### src/design/amc_pkg.sv
// Purpose: shared constants and types for the mode and scan control block
// Assumes: 16-bit command words, 12-bit results, 4-bit channel numbers
// Notes:   scan codes above 0011 are treated as keep-previous
package amc_pkg;
	localparam int WORD_W = 16;
	localparam int RES_W  = 12;
	localparam int CH_W   = 4;

	// ----------------------------------------
	// command word fields
	// ----------------------------------------
	localparam int REG_SEL_BIT = 15;
	localparam int SCAN_MSB    = 14;
	localparam int SCAN_LSB    = 11;
	localparam int CHSEL_MSB   = 10;
	localparam int CHSEL_LSB   = 7;
	localparam int RST_MSB     = 6;
	localparam int RST_LSB     = 5;
	localparam int PM_MSB      = 4;
	localparam int PM_LSB      = 3;
	localparam int TAG_BIT     = 2;
	localparam int SWST_BIT    = 1;

	localparam logic [3:0] SCAN_KEEP   = 4'h0;
	localparam logic [3:0] SCAN_MANUAL = 4'h1;
	localparam logic [3:0] SCAN_REPEAT = 4'h2;
	localparam logic [3:0] SCAN_STDINT = 4'h3;
	localparam logic [1:0] RST_FIFO    = 2'h1;
	localparam logic [1:0] RST_ALL     = 2'h2;

	// ----------------------------------------
	// configuration word (bit 15 set, id in 14:11)
	// ----------------------------------------
	localparam logic [3:0] CFG_ID      = 4'h0;
	localparam int         CFG_AVG_BIT = 4;
	localparam int         CFG_RPT_MSB = 3;
	localparam int         CFG_RPT_LSB = 2;

	// ----------------------------------------
	// timing and sizes
	// ----------------------------------------
	localparam logic [4:0] BIT_FULL    = 5'h10;
	localparam logic [4:0] MUX_FALL    = 5'h0C;
	localparam int         FIFO_DEPTH  = 16;

	typedef enum logic [2:0] {
		MODE_MANUAL = 3'b001,
		MODE_REPEAT = 3'b010,
		MODE_STDINT = 3'b100
	} amc_mode_e;

	typedef enum logic [3:0] {
		SQ_IDLE  = 4'b0001,
		SQ_START = 4'b0010,
		SQ_WAIT  = 4'b0100,
		SQ_NEXT  = 4'b1000
	} amc_seq_e;

	typedef struct packed {
		amc_mode_e             mode;
		logic [CH_W-1:0]       channelSelect;
		logic [1:0]            powerSelect;
		logic                  channelTagEnable;
		logic                  softwareConvertStart;
	} amc_mode_s;

	localparam amc_mode_s MODE_RST = '{MODE_MANUAL, 4'h0, 2'h0, 1'b0, 1'b0};
endpackage

### src/design/amc_mode_scan_control.sv
// Purpose: mode word decode, scan sequencing and serial result output
// Assumes: converter core answers convStart with one convValid pulse
// Notes:   serial pins are oversampled on clk; sclk must stay well below clk/4
//
// Behaviour
// RULE1: power field drives power mode, external clock
// RULE2: tag bit gives channel then 12-bit result
// RULE3: internal clock always tags results with channel
// RULE4: software start triggers on chip-select rising edge
// RULE5: host rewrites software start for each conversion
// RULE6: scan code zero keeps mode, ignores channel and tag
// RULE7: scan code zero still stores reset, power, start
// RULE8: host may hold data input low idle
// RULE9: manual converts framed channel, outputs next frame
// RULE10: manual is external clock, single, no averaging
// RULE11: repeat stores 4, 8, 12 or 16 results
// RULE12: repeat is internal clock, averaging allowed
// RULE13: standard scan converts 0 up to N
// RULE14: channel select gives last scan channel
// RULE15: scan codes 0..3 decode keep, manual, repeat, standard
// RULE16: bits 10:7 carry channel N
// RULE17: repeat count comes from configuration word
// RULE18: mux switches on thirteenth sclk falling edge
`timescale 1ns/1ps
module amc_mode_scan_control
	import amc_pkg::*;
#(
	parameter int DEPTH = FIFO_DEPTH
) (
	// clock and reset
	input  wire logic             clk,
	input  wire logic             resetn,
	// serial pins
	input  wire logic             sclk,
	input  wire logic             chipSelectN,
	input  wire logic             din,
	output logic                  dout,
	input  wire logic             convertStartPinN,
	// converter core
	input  wire logic [RES_W-1:0] convData,
	input  wire logic             convValid,
	output logic                  convStart,
	output logic      [CH_W-1:0]  muxChannel,
	output logic      [1:0]       powerMode,
	output logic                  avgEnable,
	output logic                  intClockMode
);
	localparam int PTR_W   = $clog2(DEPTH);
	localparam int MUX_LAG = WORD_W - 1 - int'(MUX_FALL);

	logic [3:0]        pinSync;
	logic              sclkS, csS, dinS, cnvS, sclkD, csD, cnvD;
	logic              sclkRise, sclkFall, frameStart, frameEnd, cnvFall, wordDone;

	// sclk low, select high, data low, start pin high while idle
	amc_sync #(.W(4), .INIT(4'h5)) u_sync (
		.clk     (clk),
		.resetn  (resetn),
		.asyncIn ({sclk, chipSelectN, din, convertStartPinN}),
		.syncOut (pinSync)
	);
	assign {sclkS, csS, dinS, cnvS} = pinSync;

	always_ff @(posedge clk or negedge resetn) begin
		if (!resetn) begin
			sclkD <= 1'b0;
			csD   <= 1'b1;
			cnvD  <= 1'b1;
		end else begin
			sclkD <= sclkS;
			csD   <= csS;
			cnvD  <= cnvS;
		end
	end

	assign sclkRise   = sclkS & ~sclkD;
	assign sclkFall   = ~sclkS & sclkD;
	assign frameStart = csD & ~csS;
	assign frameEnd   = ~csD & csS;
	assign cnvFall    = cnvD & ~cnvS;

	// ----------------------------------------
	// serial shifter
	// ----------------------------------------
	logic [WORD_W-1:0] shiftIn, next_shiftIn, shiftOut, next_shiftOut, outWord;
	logic [4:0]        bitCnt, next_bitCnt, fallCnt, next_fallCnt;
	logic              next_dout;

	always_comb begin
		next_shiftIn  = shiftIn;
		next_shiftOut = shiftOut;
		next_bitCnt   = bitCnt;
		next_fallCnt  = fallCnt;
		next_dout     = dout;
		if (frameStart) begin
			next_bitCnt   = '0;
			next_fallCnt  = '0;
			next_dout     = outWord[WORD_W-1];
			next_shiftOut = {outWord[WORD_W-2:0], 1'b0};
		end else if (!csS) begin
			if (sclkRise) begin
				next_shiftIn = {shiftIn[WORD_W-2:0], dinS};
				if (bitCnt != BIT_FULL)
					next_bitCnt = bitCnt + 5'h1;
			end
			if (sclkFall) begin
				next_dout     = shiftOut[WORD_W-1];
				next_shiftOut = {shiftOut[WORD_W-2:0], 1'b0};
				if (fallCnt != 5'h1F)
					next_fallCnt = fallCnt + 5'h1;
			end
		end
	end

	always_ff @(posedge clk or negedge resetn) begin
		if (!resetn) begin
			shiftIn  <= '0;
			shiftOut <= '0;
			bitCnt   <= '0;
			fallCnt  <= '0;
			dout     <= 1'b0;
		end else begin
			shiftIn  <= next_shiftIn;
			shiftOut <= next_shiftOut;
			bitCnt   <= next_bitCnt;
			fallCnt  <= next_fallCnt;
			dout     <= next_dout;
		end
	end

	// short or aborted frames carry no command
	assign wordDone = frameEnd && (bitCnt == BIT_FULL);

	// ----------------------------------------
	// mode decode
	// ----------------------------------------
	amc_mode_s  cfg, next_cfg;
	logic [1:0] rptSel, next_rptSel;
	logic       next_avgEnable, next_intClockMode, fifoClear, swUsed, trigger;
	logic       avgReq, next_avgReq;
	logic [3:0] code;
	logic [1:0] rstField;

	assign code     = shiftIn[SCAN_MSB:SCAN_LSB];
	assign rstField = shiftIn[RST_MSB:RST_LSB];

	always_comb begin
		next_cfg       = cfg;
		next_rptSel    = rptSel;
		next_avgReq    = avgReq;
		fifoClear      = 1'b0;
		// one write buys one conversion run
		// RULE5 consume start bit
		if (swUsed)
			next_cfg.softwareConvertStart = 1'b0;
		if (wordDone && !shiftIn[REG_SEL_BIT]) begin
			// RULE7 fields stored unless reset-all
			next_cfg.powerSelect          = shiftIn[PM_MSB:PM_LSB];
			next_cfg.softwareConvertStart = shiftIn[SWST_BIT];
			// RULE15 scan code decode
			case (code)
				SCAN_MANUAL, SCAN_REPEAT, SCAN_STDINT: begin
					// RULE16 channel field
					next_cfg.channelSelect    = shiftIn[CHSEL_MSB:CHSEL_LSB];
					next_cfg.channelTagEnable = shiftIn[TAG_BIT];
					next_cfg.mode = (code == SCAN_MANUAL) ? MODE_MANUAL :
					                (code == SCAN_REPEAT) ? MODE_REPEAT : MODE_STDINT;
				end
				// RULE6 keep scan settings
				default: next_cfg.mode = cfg.mode;
			endcase
			fifoClear = (rstField == RST_FIFO) || (rstField == RST_ALL);
			if (rstField == RST_ALL) begin
				next_cfg       = MODE_RST;
				next_rptSel    = '0;
				next_avgReq    = 1'b0;
			end
		end else if (wordDone && code == CFG_ID) begin
			// RULE17 repeat count source
			next_rptSel    = shiftIn[CFG_RPT_MSB:CFG_RPT_LSB];
			next_avgReq    = shiftIn[CFG_AVG_BIT];
		end
		// RULE10 no averaging in manual
		// request survives manual frames, only the flag is masked
		next_avgEnable    = next_avgReq && (next_cfg.mode != MODE_MANUAL);
		next_intClockMode = (next_cfg.mode != MODE_MANUAL);
	end

	always_ff @(posedge clk or negedge resetn) begin
		if (!resetn) begin
			cfg          <= MODE_RST;
			rptSel       <= '0;
			avgReq       <= 1'b0;
			avgEnable    <= 1'b0;
			intClockMode <= 1'b0;
			powerMode    <= '0;
		end else begin
			cfg          <= next_cfg;
			rptSel       <= next_rptSel;
			avgReq       <= next_avgReq;
			avgEnable    <= next_avgEnable;
			intClockMode <= next_intClockMode;
			// RULE1 power only in external clock
			powerMode    <= next_intClockMode ? 2'h0 : next_cfg.powerSelect;
		end
	end

	// ----------------------------------------
	// conversion sequencer
	// ----------------------------------------
	amc_seq_e          state, next_state;
	logic [CH_W-1:0]   seqChan, next_seqChan, next_muxChannel, frameChan;
	logic [4:0]        seqLeft, next_seqLeft;
	logic              next_convStart, manPend, next_manPend, push;
	logic [WORD_W-1:0] extResult, next_extResult;

	// RULE4 trigger source select
	assign trigger = intClockMode && (state == SQ_IDLE) &&
	                 (cfg.softwareConvertStart ? frameEnd : cnvFall);
	assign swUsed  = trigger && cfg.softwareConvertStart;
	assign push    = (state == SQ_WAIT) && convValid;
	// channel seen in the current frame, else the stored one
	// at the 13th fall the last bits are not in yet, so fields sit MUX_LAG places lower
	assign frameChan = (!shiftIn[REG_SEL_BIT-MUX_LAG] &&
	                    shiftIn[SCAN_MSB-MUX_LAG:SCAN_LSB-MUX_LAG] == SCAN_MANUAL) ?
	                   shiftIn[CHSEL_MSB-MUX_LAG:CHSEL_LSB-MUX_LAG] : cfg.channelSelect;

	always_comb begin
		next_state      = state;
		next_seqChan    = seqChan;
		next_seqLeft    = seqLeft;
		next_convStart  = 1'b0;
		next_muxChannel = muxChannel;
		next_manPend    = manPend;
		next_extResult  = extResult;
		case (state)
			SQ_IDLE: begin
				if (trigger) begin
					next_state = SQ_START;
					if (cfg.mode == MODE_REPEAT) begin
						// RULE11 repeat count 4..16
						next_seqChan = cfg.channelSelect;
						next_seqLeft = {3'({1'b0, rptSel} + 3'h1), 2'b00};
					end else begin
						// RULE14 last channel from select
						next_seqChan = '0;
						next_seqLeft = 5'({1'b0, cfg.channelSelect} + 5'h01);
					end
				end
			end
			SQ_START: begin
				next_convStart  = 1'b1;
				next_muxChannel = seqChan;
				next_state      = SQ_WAIT;
			end
			SQ_WAIT: begin
				if (convValid) begin
					next_seqLeft = seqLeft - 5'h01;
					// RULE13 ascending channels
					// RULE12 repeat holds channel
					if (cfg.mode == MODE_STDINT)
						next_seqChan = seqChan + 4'h1;
					next_state = (seqLeft == 5'h01) ? SQ_IDLE : SQ_NEXT;
				end
			end
			SQ_NEXT: next_state = SQ_START;
			default: next_state = SQ_IDLE;
		endcase
		if (cfg.mode == MODE_MANUAL) begin
			// RULE18 mux on 13th falling edge
			if (!csS && sclkFall && fallCnt == MUX_FALL)
				next_muxChannel = frameChan;
			// RULE9 convert now, shift out next frame
			if (wordDone) begin
				next_convStart = 1'b1;
				next_manPend   = 1'b1;
			end
			if (manPend && convValid) begin
				next_extResult = {muxChannel, convData};
				next_manPend   = 1'b0;
			end
		end
	end

	always_ff @(posedge clk or negedge resetn) begin
		if (!resetn) begin
			state      <= SQ_IDLE;
			seqChan    <= '0;
			seqLeft    <= '0;
			convStart  <= 1'b0;
			muxChannel <= '0;
			manPend    <= 1'b0;
			extResult  <= '0;
		end else begin
			state      <= next_state;
			seqChan    <= next_seqChan;
			seqLeft    <= next_seqLeft;
			convStart  <= next_convStart;
			muxChannel <= next_muxChannel;
			manPend    <= next_manPend;
			extResult  <= next_extResult;
		end
	end

	// ----------------------------------------
	// result fifo
	// ----------------------------------------
	logic [WORD_W-1:0] mem [DEPTH];
	logic [PTR_W-1:0]  wrPtr, next_wrPtr, rdPtr, next_rdPtr;
	logic [PTR_W:0]    fifoCount, next_fifoCount;
	logic              doPush, doPop;

	// full fifo drops new results rather than stalling the converter
	assign doPush = push && (fifoCount != (PTR_W+1)'(DEPTH));
	assign doPop  = wordDone && intClockMode && (fifoCount != '0);

	always_comb begin
		next_wrPtr     = wrPtr;
		next_rdPtr     = rdPtr;
		next_fifoCount = fifoCount;
		if (fifoClear) begin
			next_wrPtr     = '0;
			next_rdPtr     = '0;
			next_fifoCount = '0;
		end else begin
			if (doPush)
				next_wrPtr = wrPtr + 1'b1;
			if (doPop)
				next_rdPtr = rdPtr + 1'b1;
			next_fifoCount = fifoCount + (PTR_W+1)'(doPush) - (PTR_W+1)'(doPop);
		end
	end

	always_ff @(posedge clk or negedge resetn) begin
		if (!resetn) begin
			wrPtr     <= '0;
			rdPtr     <= '0;
			fifoCount <= '0;
		end else begin
			wrPtr     <= next_wrPtr;
			rdPtr     <= next_rdPtr;
			fifoCount <= next_fifoCount;
		end
	end

	always_ff @(posedge clk) begin
		if (doPush && !fifoClear)
			mem[wrPtr] <= {muxChannel, convData};
	end

	// RULE3 internal results always tagged
	// RULE2 tag or left-justified result
	always_comb begin
		if (intClockMode)
			outWord = (fifoCount != '0) ? mem[rdPtr] : '0;
		else if (cfg.channelTagEnable)
			outWord = extResult;
		else
			outWord = {extResult[RES_W-1:0], 4'h0};
	end
endmodule

### src/design/amc_sync.sv
// Purpose: two-stage synchroniser for pin inputs
// Assumes: inputs are asynchronous to clk
// Notes:   only the second stage may be read
`timescale 1ns/1ps
module amc_sync #(
	parameter int           W    = 4,
	// idle pin levels, so that no false edge follows reset
	parameter logic [W-1:0] INIT = '0
) (
	// clock and reset
	input  wire logic         clk,
	input  wire logic         resetn,
	// pins and synchronised copies
	input  wire logic [W-1:0] asyncIn,
	output logic      [W-1:0] syncOut
);
	logic [W-1:0] stage1;

	always_ff @(posedge clk or negedge resetn) begin
		if (!resetn) begin
			stage1  <= INIT;
			syncOut <= INIT;
		end else begin
			stage1  <= asyncIn;
			syncOut <= stage1;
		end
	end
endmodule

### config.mk
export PLATFORM = sky130hd
export DESIGN_NAME = amc_mode_scan_control
export DESIGN_NICKNAME = d
export VERILOG_FILES = /design/src/design/amc_pkg.sv /design/src/design/amc_mode_scan_control.sv /design/src/design/amc_sync.sv
export SDC_FILE = /design/constraint.sdc
export NUM_CORES = 1
export LEC_CHECK = 0
export BUFFER_PORTS_ARGS = -buffer_cell sky130_fd_sc_hd__buf_2
export CAP_MARGIN = 20
export CORE_MARGIN = 1
export CORE_UTILIZATION = 40
export CTS_CLUSTER_DIAMETER = 60
export DETAILED_ROUTE_END_ITERATION = 8
export GPL_TIMING_DRIVEN = 0
export SYNTH_ARGS = -nofsm -noshare
export SYNTH_HDL_FRONTEND = slang
export SYNTH_HIERARCHICAL = 1
export SYNTH_SLANG_ARGS = --single-unit
### constraint.sdc
create_clock -name clk -period 3.6 [get_ports clk]
set_input_delay 0.36 -clock clk [delete_from_list [all_inputs] [get_ports clk]]
set_output_delay 0.36 -clock clk [all_outputs]
set_load 0.03 [all_outputs]
==> results of run 1 <==
cell type report:
class	instances	area (um2)
Fill cell	3220	20500
Sequential cell	375	10700
Multi-Input combinational cell	527	4720
Clock buffer	61	1180
Tap cell	518	648
Timing Repair Buffer	51	455
Buffer	43	194
Clock inverter	15	138
Inverter	26	100
cell families (layout without fill, tap and decap cells):
kind of cell	after synthesis	after routing	share of synthesized area, %
and+or+nand+nor	205	205	6.79
xor gates and xnor gates	19	19	1.06
AOI/OAI and AO/OA	141	141	5.93
buffers and inverters	69	196	1.88
adders and majority gates	23	23	1.89
muxes	139	139	14.3
DFF	375	375	68.2
sequential cells by signal, indices dropped and copies added (netlist names), 11 cells and up:
name       cells
cfg           11
extResult     16
mem          256
shiftIn       16
shiftOut      15
repair_timing:
action	in CTS	in global routing
hold buffers	5	0
gates resized for setup	0	5
endpoints found under the setup margin	0	81
hold endpoints to repair	57	0
path summary, 6_finish.rpt:
| check | from | endpoint | cells after the start |
|---|---|---|---|
| min in group asynchronous | resetn | bitCnt[3]$_DFFE_PN0P_ | 2 |
| setup reg to reg | bitCnt[0]$_DFFE_PN0P_ | fifoCount[4]$_DFF_PN0_ | 14 |
| hold / removal | convValid | state[0]$_DFFE_PN1P_ | 3 |
| max in group asynchronous | resetn | cfg[8]$_DFF_PN1_ | 3 |
| setup / recovery | bitCnt[0]$_DFFE_PN0P_ | fifoCount[4]$_DFF_PN0_ | 14 |
| hold reg to reg | u_sync/stage1[3]$_DFF_PN0_ | u_sync/syncOut[3]$_DFF_PN0_ | 0 |
critical path: stages (launching register included):
cell and delay, ns:
dfrtp_1 0.40, inv_1 0.10, ha_1 0.16, nand4bb_1 0.39, nor4_1 0.70, ha_1 0.34
inv_1 0.06, ha_1 0.16, inv_1 0.06, fa_1 0.42, inv_1 0.07, a21oi_1 0.06
nor2_1 0.12, or3_1 0.13, a21oi_1 0.06
layout by cell type (no fill, tap or decap), drive strengths merged, types with 4 or more instances in the layout:
cell	n
buf	62
a211oi	5
a32oi	12
xnor2	7
dfstp	8
clkbuf	86
and2	15
nor3b	4
ha	22
mux2i	30
dfrtp	111
nand2	63
mux4	63
nor4b	9
a21oi	36
nand2b	9
edfxtp	256
o21ai	36
nand4	6
inv	29
nand3	10
nor2	51
a22o	8
mux2	46
clkinv	11
o211ai	4
o22ai	4
a31oi	6
nor2b	10
xor2	12
nor3	9
a22oi	17
dlygate4sd3	5
metal layers:
layer | up-vias | wire, um | global-route usage [%]
met2 | 227 | 16400 | 28.7
met3 | 50 | 1750 | 2.94
met5 | - | 8 | 0
met1 | 4549 | 16300 | 26.6
li1 | 3948 | - | -
met4 | 2 | 719 | 5.88
power breakdown:
group | total, mW | internal (mW) | switching, mW | leakage (nW)
Combinational | 0.878 | 0.366 | 0.512 | 1.98
Clock | 4.09 | 2.37 | 1.72 | 0.649
Sequential | 5.08 | 4.86 | 0.223 | 3.84
==> metrics.md, run 1 <==
| Metric | Value |
|---|---|
| Status | `finished, final reports clean` |
| Drc violations | `0` |
| Top cells by area, synth | `edfxtp_1 49%, dfrtp_1 18%, mux4_2 9.1%, mux2_2 3.3%, mux2i_1 1.9%` |
| Leading area contributor after synthesis | `edfxtp_1` |
| Yosys top cell area share | `49.1%` |
| Antenna Violating Nets Remaining | `0` |
| CP startpoint kind | `flip-flop` |
| Post-layout util | `46.9%` |
| Setup TNS | `0 ns` |
| Largest net degree at the start of global routing | `62` |
| # rows | `72` |
| Synth Flop Type | `edfxtp_1` |
| Starting DRC count in detailed routing | `630` |
| CTS tree | `built` |
| Critical Path Sink Type | `flip-flop` |
| Avg WL per Cell | `21.7 um` |
| MaxCap Viol Count | `0` |
| Power, Total | `10.0 mW` |
| First-pass GRT wire length | `54.3 mm` |
| Die Area | `39,900 um2` |
| Layout area overhead | `15.7%` |
| Die width | `200 um` |
| DR pass1 iterations | `5` |
| All-layer global routing usage | `18.5%` |
| Fin cells | `1,616` |
| Setup CP Type | `reg -> reg` |
| Ratio of cells with drive above 1 in the final layout | `24.0%` |
| R2R Setup Slk | `0.25 ns` |
| Rel. slew slack | `36.1%` |
| Critical path peak fanout | `7` |
| Count of different cell masters after synthesis | `63` |
| Worst Path Required | `4.01 ns` |
| Port Buffer Count | `28` |
| DR vias | `8,776` |
| Crit path DAT | `3.75 ns` |
| Layout Skew | `0.0208 ns` |
| Core ar. | `38,600 um2` |
| Yosys Warn Count | `6` |
| Synthesized net count | `1,013` |
| Cells after DPL | `1,530` |
| Clock root cell | `clkbuf_16` |
| Initial antenna violation count | `1` |
| Synthesized area per cell | `16.1 um2` |
| Total setup buffers inserted after CTS | `0` |
| Synth cell count leaders | `256 x edfxtp_1, 111 x dfrtp_1, 63 x mux4_2, 63 x nand2_1, 50 x nor2_1` |
| H-tree levels | `2` |
| Worst setup margin | `0.252 ns` |
| Worst Hold Class | `in -> reg` |
| Worst-path clk slew | `0.06 ns` |
| Ports | `29` |
| Mapped Cells | `971` |
| Post-route cell area | `18,100 um2` |
| Final Max Tran Viols | `0` |
| ANT cells | `0` |
| Pwr dens | `555 nW/um2` |
| Final nets | `1,107` |
| Placed Area | `16,700 um2` |
| Most frequent cell after synthesis | `edfxtp_1` |
| Final HPWL DP | `22.9 mm` |
| Fin crit share | `93.0%` |
| Leak Pwr | `6.47 nW` |
| Worst-Skew Late Latency | `0.55 ns` |
| Endpoints failing hold | `0` |
| Measured slew at the worst slew-check pin | `0.959 ns` |
| Max Freq | `299 MHz` |
| Syn Std Cell Area | `15,700 um2` |
| DRT Wirelength | `35.1 mm` |
| Gr ovfl total | `0` |
| Sequential fraction of the synthesis area | `68.2%` |
| # setup viols final | `0` |
| Die Span Y | `200 um` |
| RD Place Congestion | `0.855` |
| Post-layout min period | `3.35 ns` |
| Worst slack, placed | `0.0266 ns` |
| Number of global-route vias before repair | `8,849` |
| Vias per cell | `5.43` |
| Fin Hold WS | `0.103 ns` |
| Synth Register Bits | `375` |
| Async set or reset register ratio after synthesis | `31.7%` |
| CTS Buf Count | `41` |
| Clock sinks | `375` |
| Max clock buf depth | `3` |
| Peak VDD IR | `0.000314 V` |
| Unrepaired setup endpoints after global routing | `no` |
| Initial Utilization | `40.5%` |
| Post-synth EDFFs | `256` |
Note: power is estimated with default switching activity, not from simulation.
==> inputs of run 2 (changes only) <==
Settings changed: CORE_UTILIZATION 40 to 35.
Clock period 3.6 ns to 3.9 ns, I/O delays scaled along.
==> run 2 against run 1 <==
Compared with the run above:
- combinational power shrank 8.9%
- global-route usage fell by 2.7 points
- worst hold slack improved by 0.045 ns
- power fell by 10%
- wire length is 0.56% lower
- non-clock buffer count is 1 lower
- sequential power shrank 7.7%
- largest power group unchanged
==> metrics.md, run 2 (same netlist as run 1, synthesis figures left out) <==
| Metric | Value |
|---|---|
| Leak Pwr | `6.42 nW` |
| Critical Path Sink Type | `flip-flop` |
| Rel. slew slack | `24.5%` |
| Crit path cell chain | `inv_1, ha_1, nand4bb_1, or3_1, clkbuf_1, nor2_2, nor4b_2, and2_1` |
| Ports | `29` |
| Crit path DAT | `3.71 ns` |
| Max reg flops | `256` |
| Commonest cells after routing, fill and taps aside | `256 x edfxtp_1, 111 x dfrtp_1, 63 x nand2_1, 63 x mux4_2` |
| # rows | `77` |
| Initial Utilization | `35.4%` |
| DRT Wirelength | `34.9 mm` |
| First-pass GRT wire length | `53.7 mm` |
| CTS Buf Count | `40` |
| Unrepaired setup endpoints after global routing | `no` |
| Largest Register | `mem` |
| Hold_sp | `convValid` |
| Avg WL per Cell | `20.7 um` |
| Worst Hold Class | `in -> reg` |
| Worst-path clk slew | `0.06 ns` |
| All-layer global routing usage | `15.8%` |
| Port Buffer Count | `28` |
| Ratio of cells with drive above 1 in the final layout | `22.9%` |
| Number of global-route vias before repair | `8,749` |
| CP peak stage delay | `0.90 ns` |
| Initial antenna violation count | `1` |
| # setup viols final | `0` |
| Pwr dens | `496 nW/um2` |
| ANT cells | `0` |
| Peak VDD IR | `0.000224 V` |
| Setup CP Type | `reg -> reg` |
| Worst Path Required | `4.05 ns` |
| DR pass1 iterations | `4` |
| Measured slew at the worst slew-check pin | `1.13 ns` |
| Die Area | `45,600 um2` |
| Worst slack, placed | `0.274 ns` |
| Max Freq | `281 MHz` |
| Clock root cell | `clkbuf_16` |
| Final HPWL DP | `22.8 mm` |
| Final Max Tran Viols | `0` |
| Worst-Skew Late Latency | `0.54 ns` |
| DR vias | `8,687` |
| Crit path buffers/inverters | `2` |
| Vias per cell | `5.16` |
| Cell family with most CP delay | `simple AND/OR/NAND/NOR gates` |
| Endpoints failing hold | `0` |
| Fin crit share | `91.1%` |
| R2R Setup Slk | `0.35 ns` |
| Gr ovfl total | `0` |
| Critical path peak fanout | `16` |
| Post-layout min period | `3.55 ns` |
| Power, Total | `9.00 mW` |
| Clock sinks | `375` |
| Die Span Y | `214 um` |
| Max clock buf depth | `3` |
| CP startpoint kind | `flip-flop` |
| Core ar. | `44,200 um2` |
| CTS tree | `built` |
| Setup TNS | `0 ns` |
| Drc violations | `0` |
| Starting DRC count in detailed routing | `645` |
| R2r startpoint | `bitCnt[0]$_DFFE_PN0P_` |
| Final nets | `1,105` |
| Layout area overhead | `15.8%` |
| Die width | `214 um` |
| H-tree levels | `2` |
| Most common library cell in the layout ignoring fill and taps | `edfxtp_1` |
| Largest regs | `mem (256), extResult (16), shiftIn (16)` |
| Largest net degree at the start of global routing | `77` |
| MaxCap Viol Count | `0` |
| Slowest stage cell, crit path | `and2_1` |
| Fin Hold WS | `0.148 ns` |
| Critical Path Start | `bitCnt[0]$_DFFE_PN0P_` |
| Worst setup margin | `0.346 ns` |
| Layout Skew | `0.0246 ns` |
| Status | `finished, final reports clean` |
| Antenna Violating Nets Remaining | `0` |
| Number of fill cells | `3,927` |
| RD Place Congestion | `0.809` |
-- run 2: cell types whose count changed in the layout (fill, tap and decap cells not counted), sizes merged --
cell,change
clkinv,+5
clkdlybuf4s18,-1
buf,-2
inv,-2
clkbuf,-5
-- run 2: worst paths after layout --
check	endpoint	cells past startpoint
worst max register to register	mem[8][7]$_DFFE_PP_	8
worst min-delay path	state[0]$_DFFE_PN1P_	3
worst min register to register	u_sync/syncOut[0]$_DFF_PN1_	0
max in group asynchronous	csD$_DFF_PN1_	3
worst max-delay path	mem[8][7]$_DFFE_PP_	8
min in group asynchronous	seqLeft[2]$_DFFE_PN0P_	2
-- run 2: timing repair --
action,4_1_cts,5_1_grt
endpoints found under the setup margin,0,0
hold endpoints to repair,45,0
resized for setup,0,0
setup buffers,0,0
hold buffers,5,0
-- run 2: metrics by stage --
step                      instance area, um2  util (%)  instances
after floorplan                        15700         -        971
after global placement                 16500      37.4       1591
after detailed placement               16800      37.9       1601
after CTS                              18000      40.7       1678
after global routing                   18100      41.0       1685
final                                  18100      41.0       1685
-- run 2: report_power, final --
| group | internal [mW] | switching (mW) | total [mW] |
|---|---|---|---|
| Clock | 2.00 | 1.51 | 3.51 |
| Combinational | 0.334 | 0.466 | 0.800 |
| Sequential | 4.49 | 0.204 | 4.69 |
| Total | 6.82 | 2.18 | 9.00 |
-- run 2: layout make-up --
| cell class | count | area, um2 | area share, % |
|---|---|---|---|
| clock buffers | 54 | 1070 | 5.92 |
| inverters | 26 | 100 | 0.552 |
| well taps | 592 | 741 | 4.08 |
| repair buffers | 50 | 510 | 2.81 |
| multi-input cells | 527 | 4720 | 26.0 |
| clock inverters | 18 | 124 | 0.683 |
| plain buffers | 43 | 194 | 1.07 |
| flip-flops and latches | 375 | 10700 | 58.9 |
-- run 2: worst min-delay path, delay by kind of cell --
| family | cells | cell delay [ns] |
|---|---|---|
| AO/OA/AOI/OAI | 2 | 0.15 |
| buffers and inverters | 1 | 0.13 |
-- run 2: routing by layer --
layer,GRT usage [%],share of wire [%],vias up
li1,-,-,3949
met1,22.1,46,4520
met2,25.5,48,159
met3,2.21,3.5,57
met4,4.80,2.4,2
met5,0,0.031,-
==> inputs of run 3 (changes only) <==
Settings changed: ABC_AREA set to 1, CORE_MARGIN 1 to 10.
==> run 3 against run 2 <==
Compared with the run above:
- clock power up 5%
- largest power group unchanged
- cell count up 41%
- clock skew down 0.0095 ns
- combinational power down 19%
- critical path depth up 8
- utilization down 0.12 points
==> metrics.md, run 3 <==
| Metric | Value |
|---|---|
| Number of global-route vias before repair | `12,058` |
| Synthesized net count | `1,688` |
| Async set or reset register ratio after synthesis | `31.7%` |
| CTS Buf Count | `40` |
| Status | `finished, final reports clean` |
| Ratio of cells with drive above 1 in the final layout | `10.3%` |
| Final Max Tran Viols | `0` |
| PostCTS Resize Cnt | `0` |
| Yosys Warn Count | `6` |
| Syn Std Cell Area | `16,400 um2` |
| Core ar. | `46,500 um2` |
| Measured slew at the worst slew-check pin | `0.958 ns` |
| First-pass GRT wire length | `68.9 mm` |
| Top cells by area, synth | `edfxtp_1 47%, dfrtp_1 17%, nand2_1 10%, nand3_1 4.6%, inv_1 4.0%` |
| Sequential share of power | `52.2%` |
| Final nets | `1,781` |
| Count of different cell masters after synthesis | `37` |
| All-layer global routing usage | `15.6%` |
| Largest regs | `mem (256), extResult (16), shiftIn (16)` |
| Synth cell count leaders | `444 x nand2_1, 256 x edfxtp_1, 176 x inv_1, 152 x nand3_1, 128 x nor2_1` |
| Clock sinks | `375` |
| Crit path cell chain | `inv_1, ha_1, nand2_1, nor3_2, nand2_1, nor2_1, ha_1, inv_1, ha_1, inv_1, fa_1, or2_2, a21oi_1, nor2_1, xor2_1, nor2_1` |
| Met3 Wirelength | `2.90 mm` |
| H-tree levels | `2` |
| Synth Flop Type | `edfxtp_1` |
| Slowest stage cell, crit path | `fa_1` |
| Synth Register Bits | `375` |
| Post-layout min period | `3.16 ns` |
| Highest routing layer actually used | `met5` |
| Met2 Wirelength | `21.0 mm` |
| Max clock buf depth | `3` |
| Mapped Cells | `1,646` |
| Commonest cells after routing, fill and taps aside | `444 x nand2_1, 256 x edfxtp_1, 176 x inv_1` |
| Total setup buffers inserted after CTS | `0` |
| Port Buffer Count | `28` |
| RR Endpoint | `fifoCount[4]$_DFF_PN0_` |
| Synthesized area per cell | `9.99 um2` |
| Die Area | `56,100 um2` |
| Power, Total | `9.08 mW` |
| Starting DRC count in detailed routing | `1,378` |
| WHS Path Cells | `3` |
| Endpoints failing hold | `0` |
| Peak VDD IR | `0.000264 V` |
| Clock power share | `40.7%` |
| Most common library cell in the layout ignoring fill and taps | `nand2_1` |
| R2R Setup Slk | `0.74 ns` |
| Max Freq | `317 MHz` |
| # rows | `79` |
| Worst-Skew Late Latency | `0.56 ns` |
| Avg WL per Cell | `18.6 um` |
| CTS tree | `built` |
| Number of fill cells | `4,484` |
| Yosys top cell area share | `46.7%` |
| DR pass1 iterations | `5` |
| Layout area overhead | `15.5%` |
| Vias per cell | `5.07` |
| Initial Utilization | `35.4%` |
| Pwr dens | `478 nW/um2` |
| Drc violations | `0` |
| M1 WL | `18.9 mm` |
| Rel. slew slack | `35.8%` |
| Int Pwr | `6.79 mW` |
| Max reg flops | `256` |
| # setup viols final | `0` |
| DRT Wirelength | `44.3 mm` |
| Switch share | `25.3%` |
| R2r startpoint | `bitCnt[0]$_DFFE_PN0P_` |
| Comb pwr share | `7.1%` |
| Fin cells | `2,378` |
| CP peak stage delay | `0.40 ns` |
| Leak Pwr | `7.90 nW` |
| MaxCap Viol Count | `0` |
| Die width | `237 um` |
| Worst Path Required | `4.33 ns` |
| CP startpoint kind | `flip-flop` |
| Gr ovfl total | `0` |
| Critical path peak fanout | `4` |
| Cell family with most CP delay | `simple AND/OR/NAND/NOR gates` |
| Leading area contributor after synthesis | `edfxtp_1` |
| Hold EP | `state[3]$_DFFE_PN0P_` |
| Fin crit share | `80.9%` |
| Sequential fraction of the synthesis area | `64.9%` |
| Critical Path Sink Type | `flip-flop` |
| Most frequent cell after synthesis | `nand2_1` |
| Worst-case reg-to-reg path depth | `16` |
| RD Place Congestion | `0.915` |
| Largest Register | `mem` |
| Final HPWL DP | `30.6 mm` |
| ANT cells | `0` |
| Antenna Violating Nets Remaining | `0` |
| NetSw | `2.29 mW` |
| Largest net degree at the start of global routing | `61` |
| Worst Hold Class | `in -> reg` |
| Layout Skew | `0.0151 ns` |
| Post-synth EDFFs | `256` |
| DR vias | `12,059` |
| Initial antenna violation count | `1` |
| Cells after DPL | `2,299` |
| Setup CP Type | `reg -> reg` |
| Crit path DAT | `3.59 ns` |
| Die Span Y | `237 um` |
| Clock root cell | `clkbuf_16` |
| Worst-path clk slew | `0.06 ns` |
| Hold_sp | `convValid` |
| Crit path buffers/inverters | `3` |
| Unrepaired setup endpoints after global routing | `no` |
| Ports | `29` |
[run 3: worst min-delay path, cell delays in order]
cell and delay (ns):
buf_2 0.11, inv_1 0.12, nor3_1 0.07
[run 3: worst max path at each step]
stage                     startpoint                      to  slack, ns  cells after the start
6_report       bitCnt[0]$_DFFE_PN0P_  fifoCount[4]$_DFF_PN0_       0.74                     16
4_1_cts        bitCnt[0]$_DFFE_PN0P_  fifoCount[4]$_DFF_PN0_       0.71                     16
3_5_place_dp   bitCnt[0]$_DFFE_PN0P_  fifoCount[4]$_DFF_PN0_       0.73                     16
3_3_place_gp   bitCnt[0]$_DFFE_PN0P_    mem[11][6]$_DFFE_PP_      -0.63                      9
2_1_floorplan  bitCnt[0]$_DFFE_PN0P_    mem[11][0]$_DFFE_PP_       1.18                      9
5_1_grt        bitCnt[0]$_DFFE_PN0P_  fifoCount[4]$_DFF_PN0_       0.50                     16
[run 3: per-layer routing]
metal | vias to the layer above | track usage [%]
li1 | 5679 | -
met1 | 5889 | 20.2
met2 | 394 | 25.6
met3 | 95 | 2.74
met4 | 2 | 5.73
met5 | - | 0
[run 3: power by group through the flow]
stage	registers (mW)	logic, mW	clock network (mW)
final	4.74	0.644	3.70
after global placement	4.82	0.622	0
after floorplan	4.75	0.372	0
after detailed placement	4.83	0.642	0
after global routing	4.77	0.737	3.90
after CTS	4.75	0.651	3.75
[run 3: repair_timing]
action / CTS / global route
endpoints found under the hold margin: 62 / 0
hold buffers: 5 / 0
endpoints found under the setup margin: 0 / 0
[run 3: layout make-up]
cell class                      instances  area (um2)  share of cell area (%)
Buffer                                 70         342                    1.80
Clock buffer                           56        1080                    5.69
Clock inverter                         18         180                   0.948
Inverter                              185         694                    3.66
Multi-Input combinational cell       1016        4790                    25.2
Sequential cell                       375       10700                    56.2
Tap cell                              607         759                    4.00
Timing Repair Buffer                   51         470                    2.48
[run 3: kinds of logic (layout without fill, tap and decap cells)]
| group | after synthesis | after routing | synth area share (%) |
|---|---|---|---|
| flip-flops | 375 | 375 | 64.9 |
| AO/OA/AOI/OAI | 222 | 222 | 7.40 |
| multiplexers | 1 | 1 | 0.0685 |
| AND/OR/NAND/NOR | 764 | 764 | 19.2 |
| adder cells (fa/ha/maj) | 23 | 23 | 1.80 |
| buffers and inverters | 255 | 380 | 6.30 |
| XOR/XNOR | 6 | 6 | 0.320 |
[run 3: metrics by stage]
stage / worst slack, ns / hold WS, ns / instance area, um2 / TNS [ns] / utilization (%)
floorplan: 1.18 / 0.0944 / 16400 / 0 / -
global placement: -0.627 / 0.334 / 17300 / -25.35 / 37.3
detailed placement: 0.725 / 0.336 / 17700 / 0 / 38.1
CTS: 0.714 / 0.178 / 19000 / 0 / 40.9
global route: 0.495 / 0.192 / 19000 / 0 / 40.9
finish: 0.744 / 0.197 / 19000 / 0 / 40.9
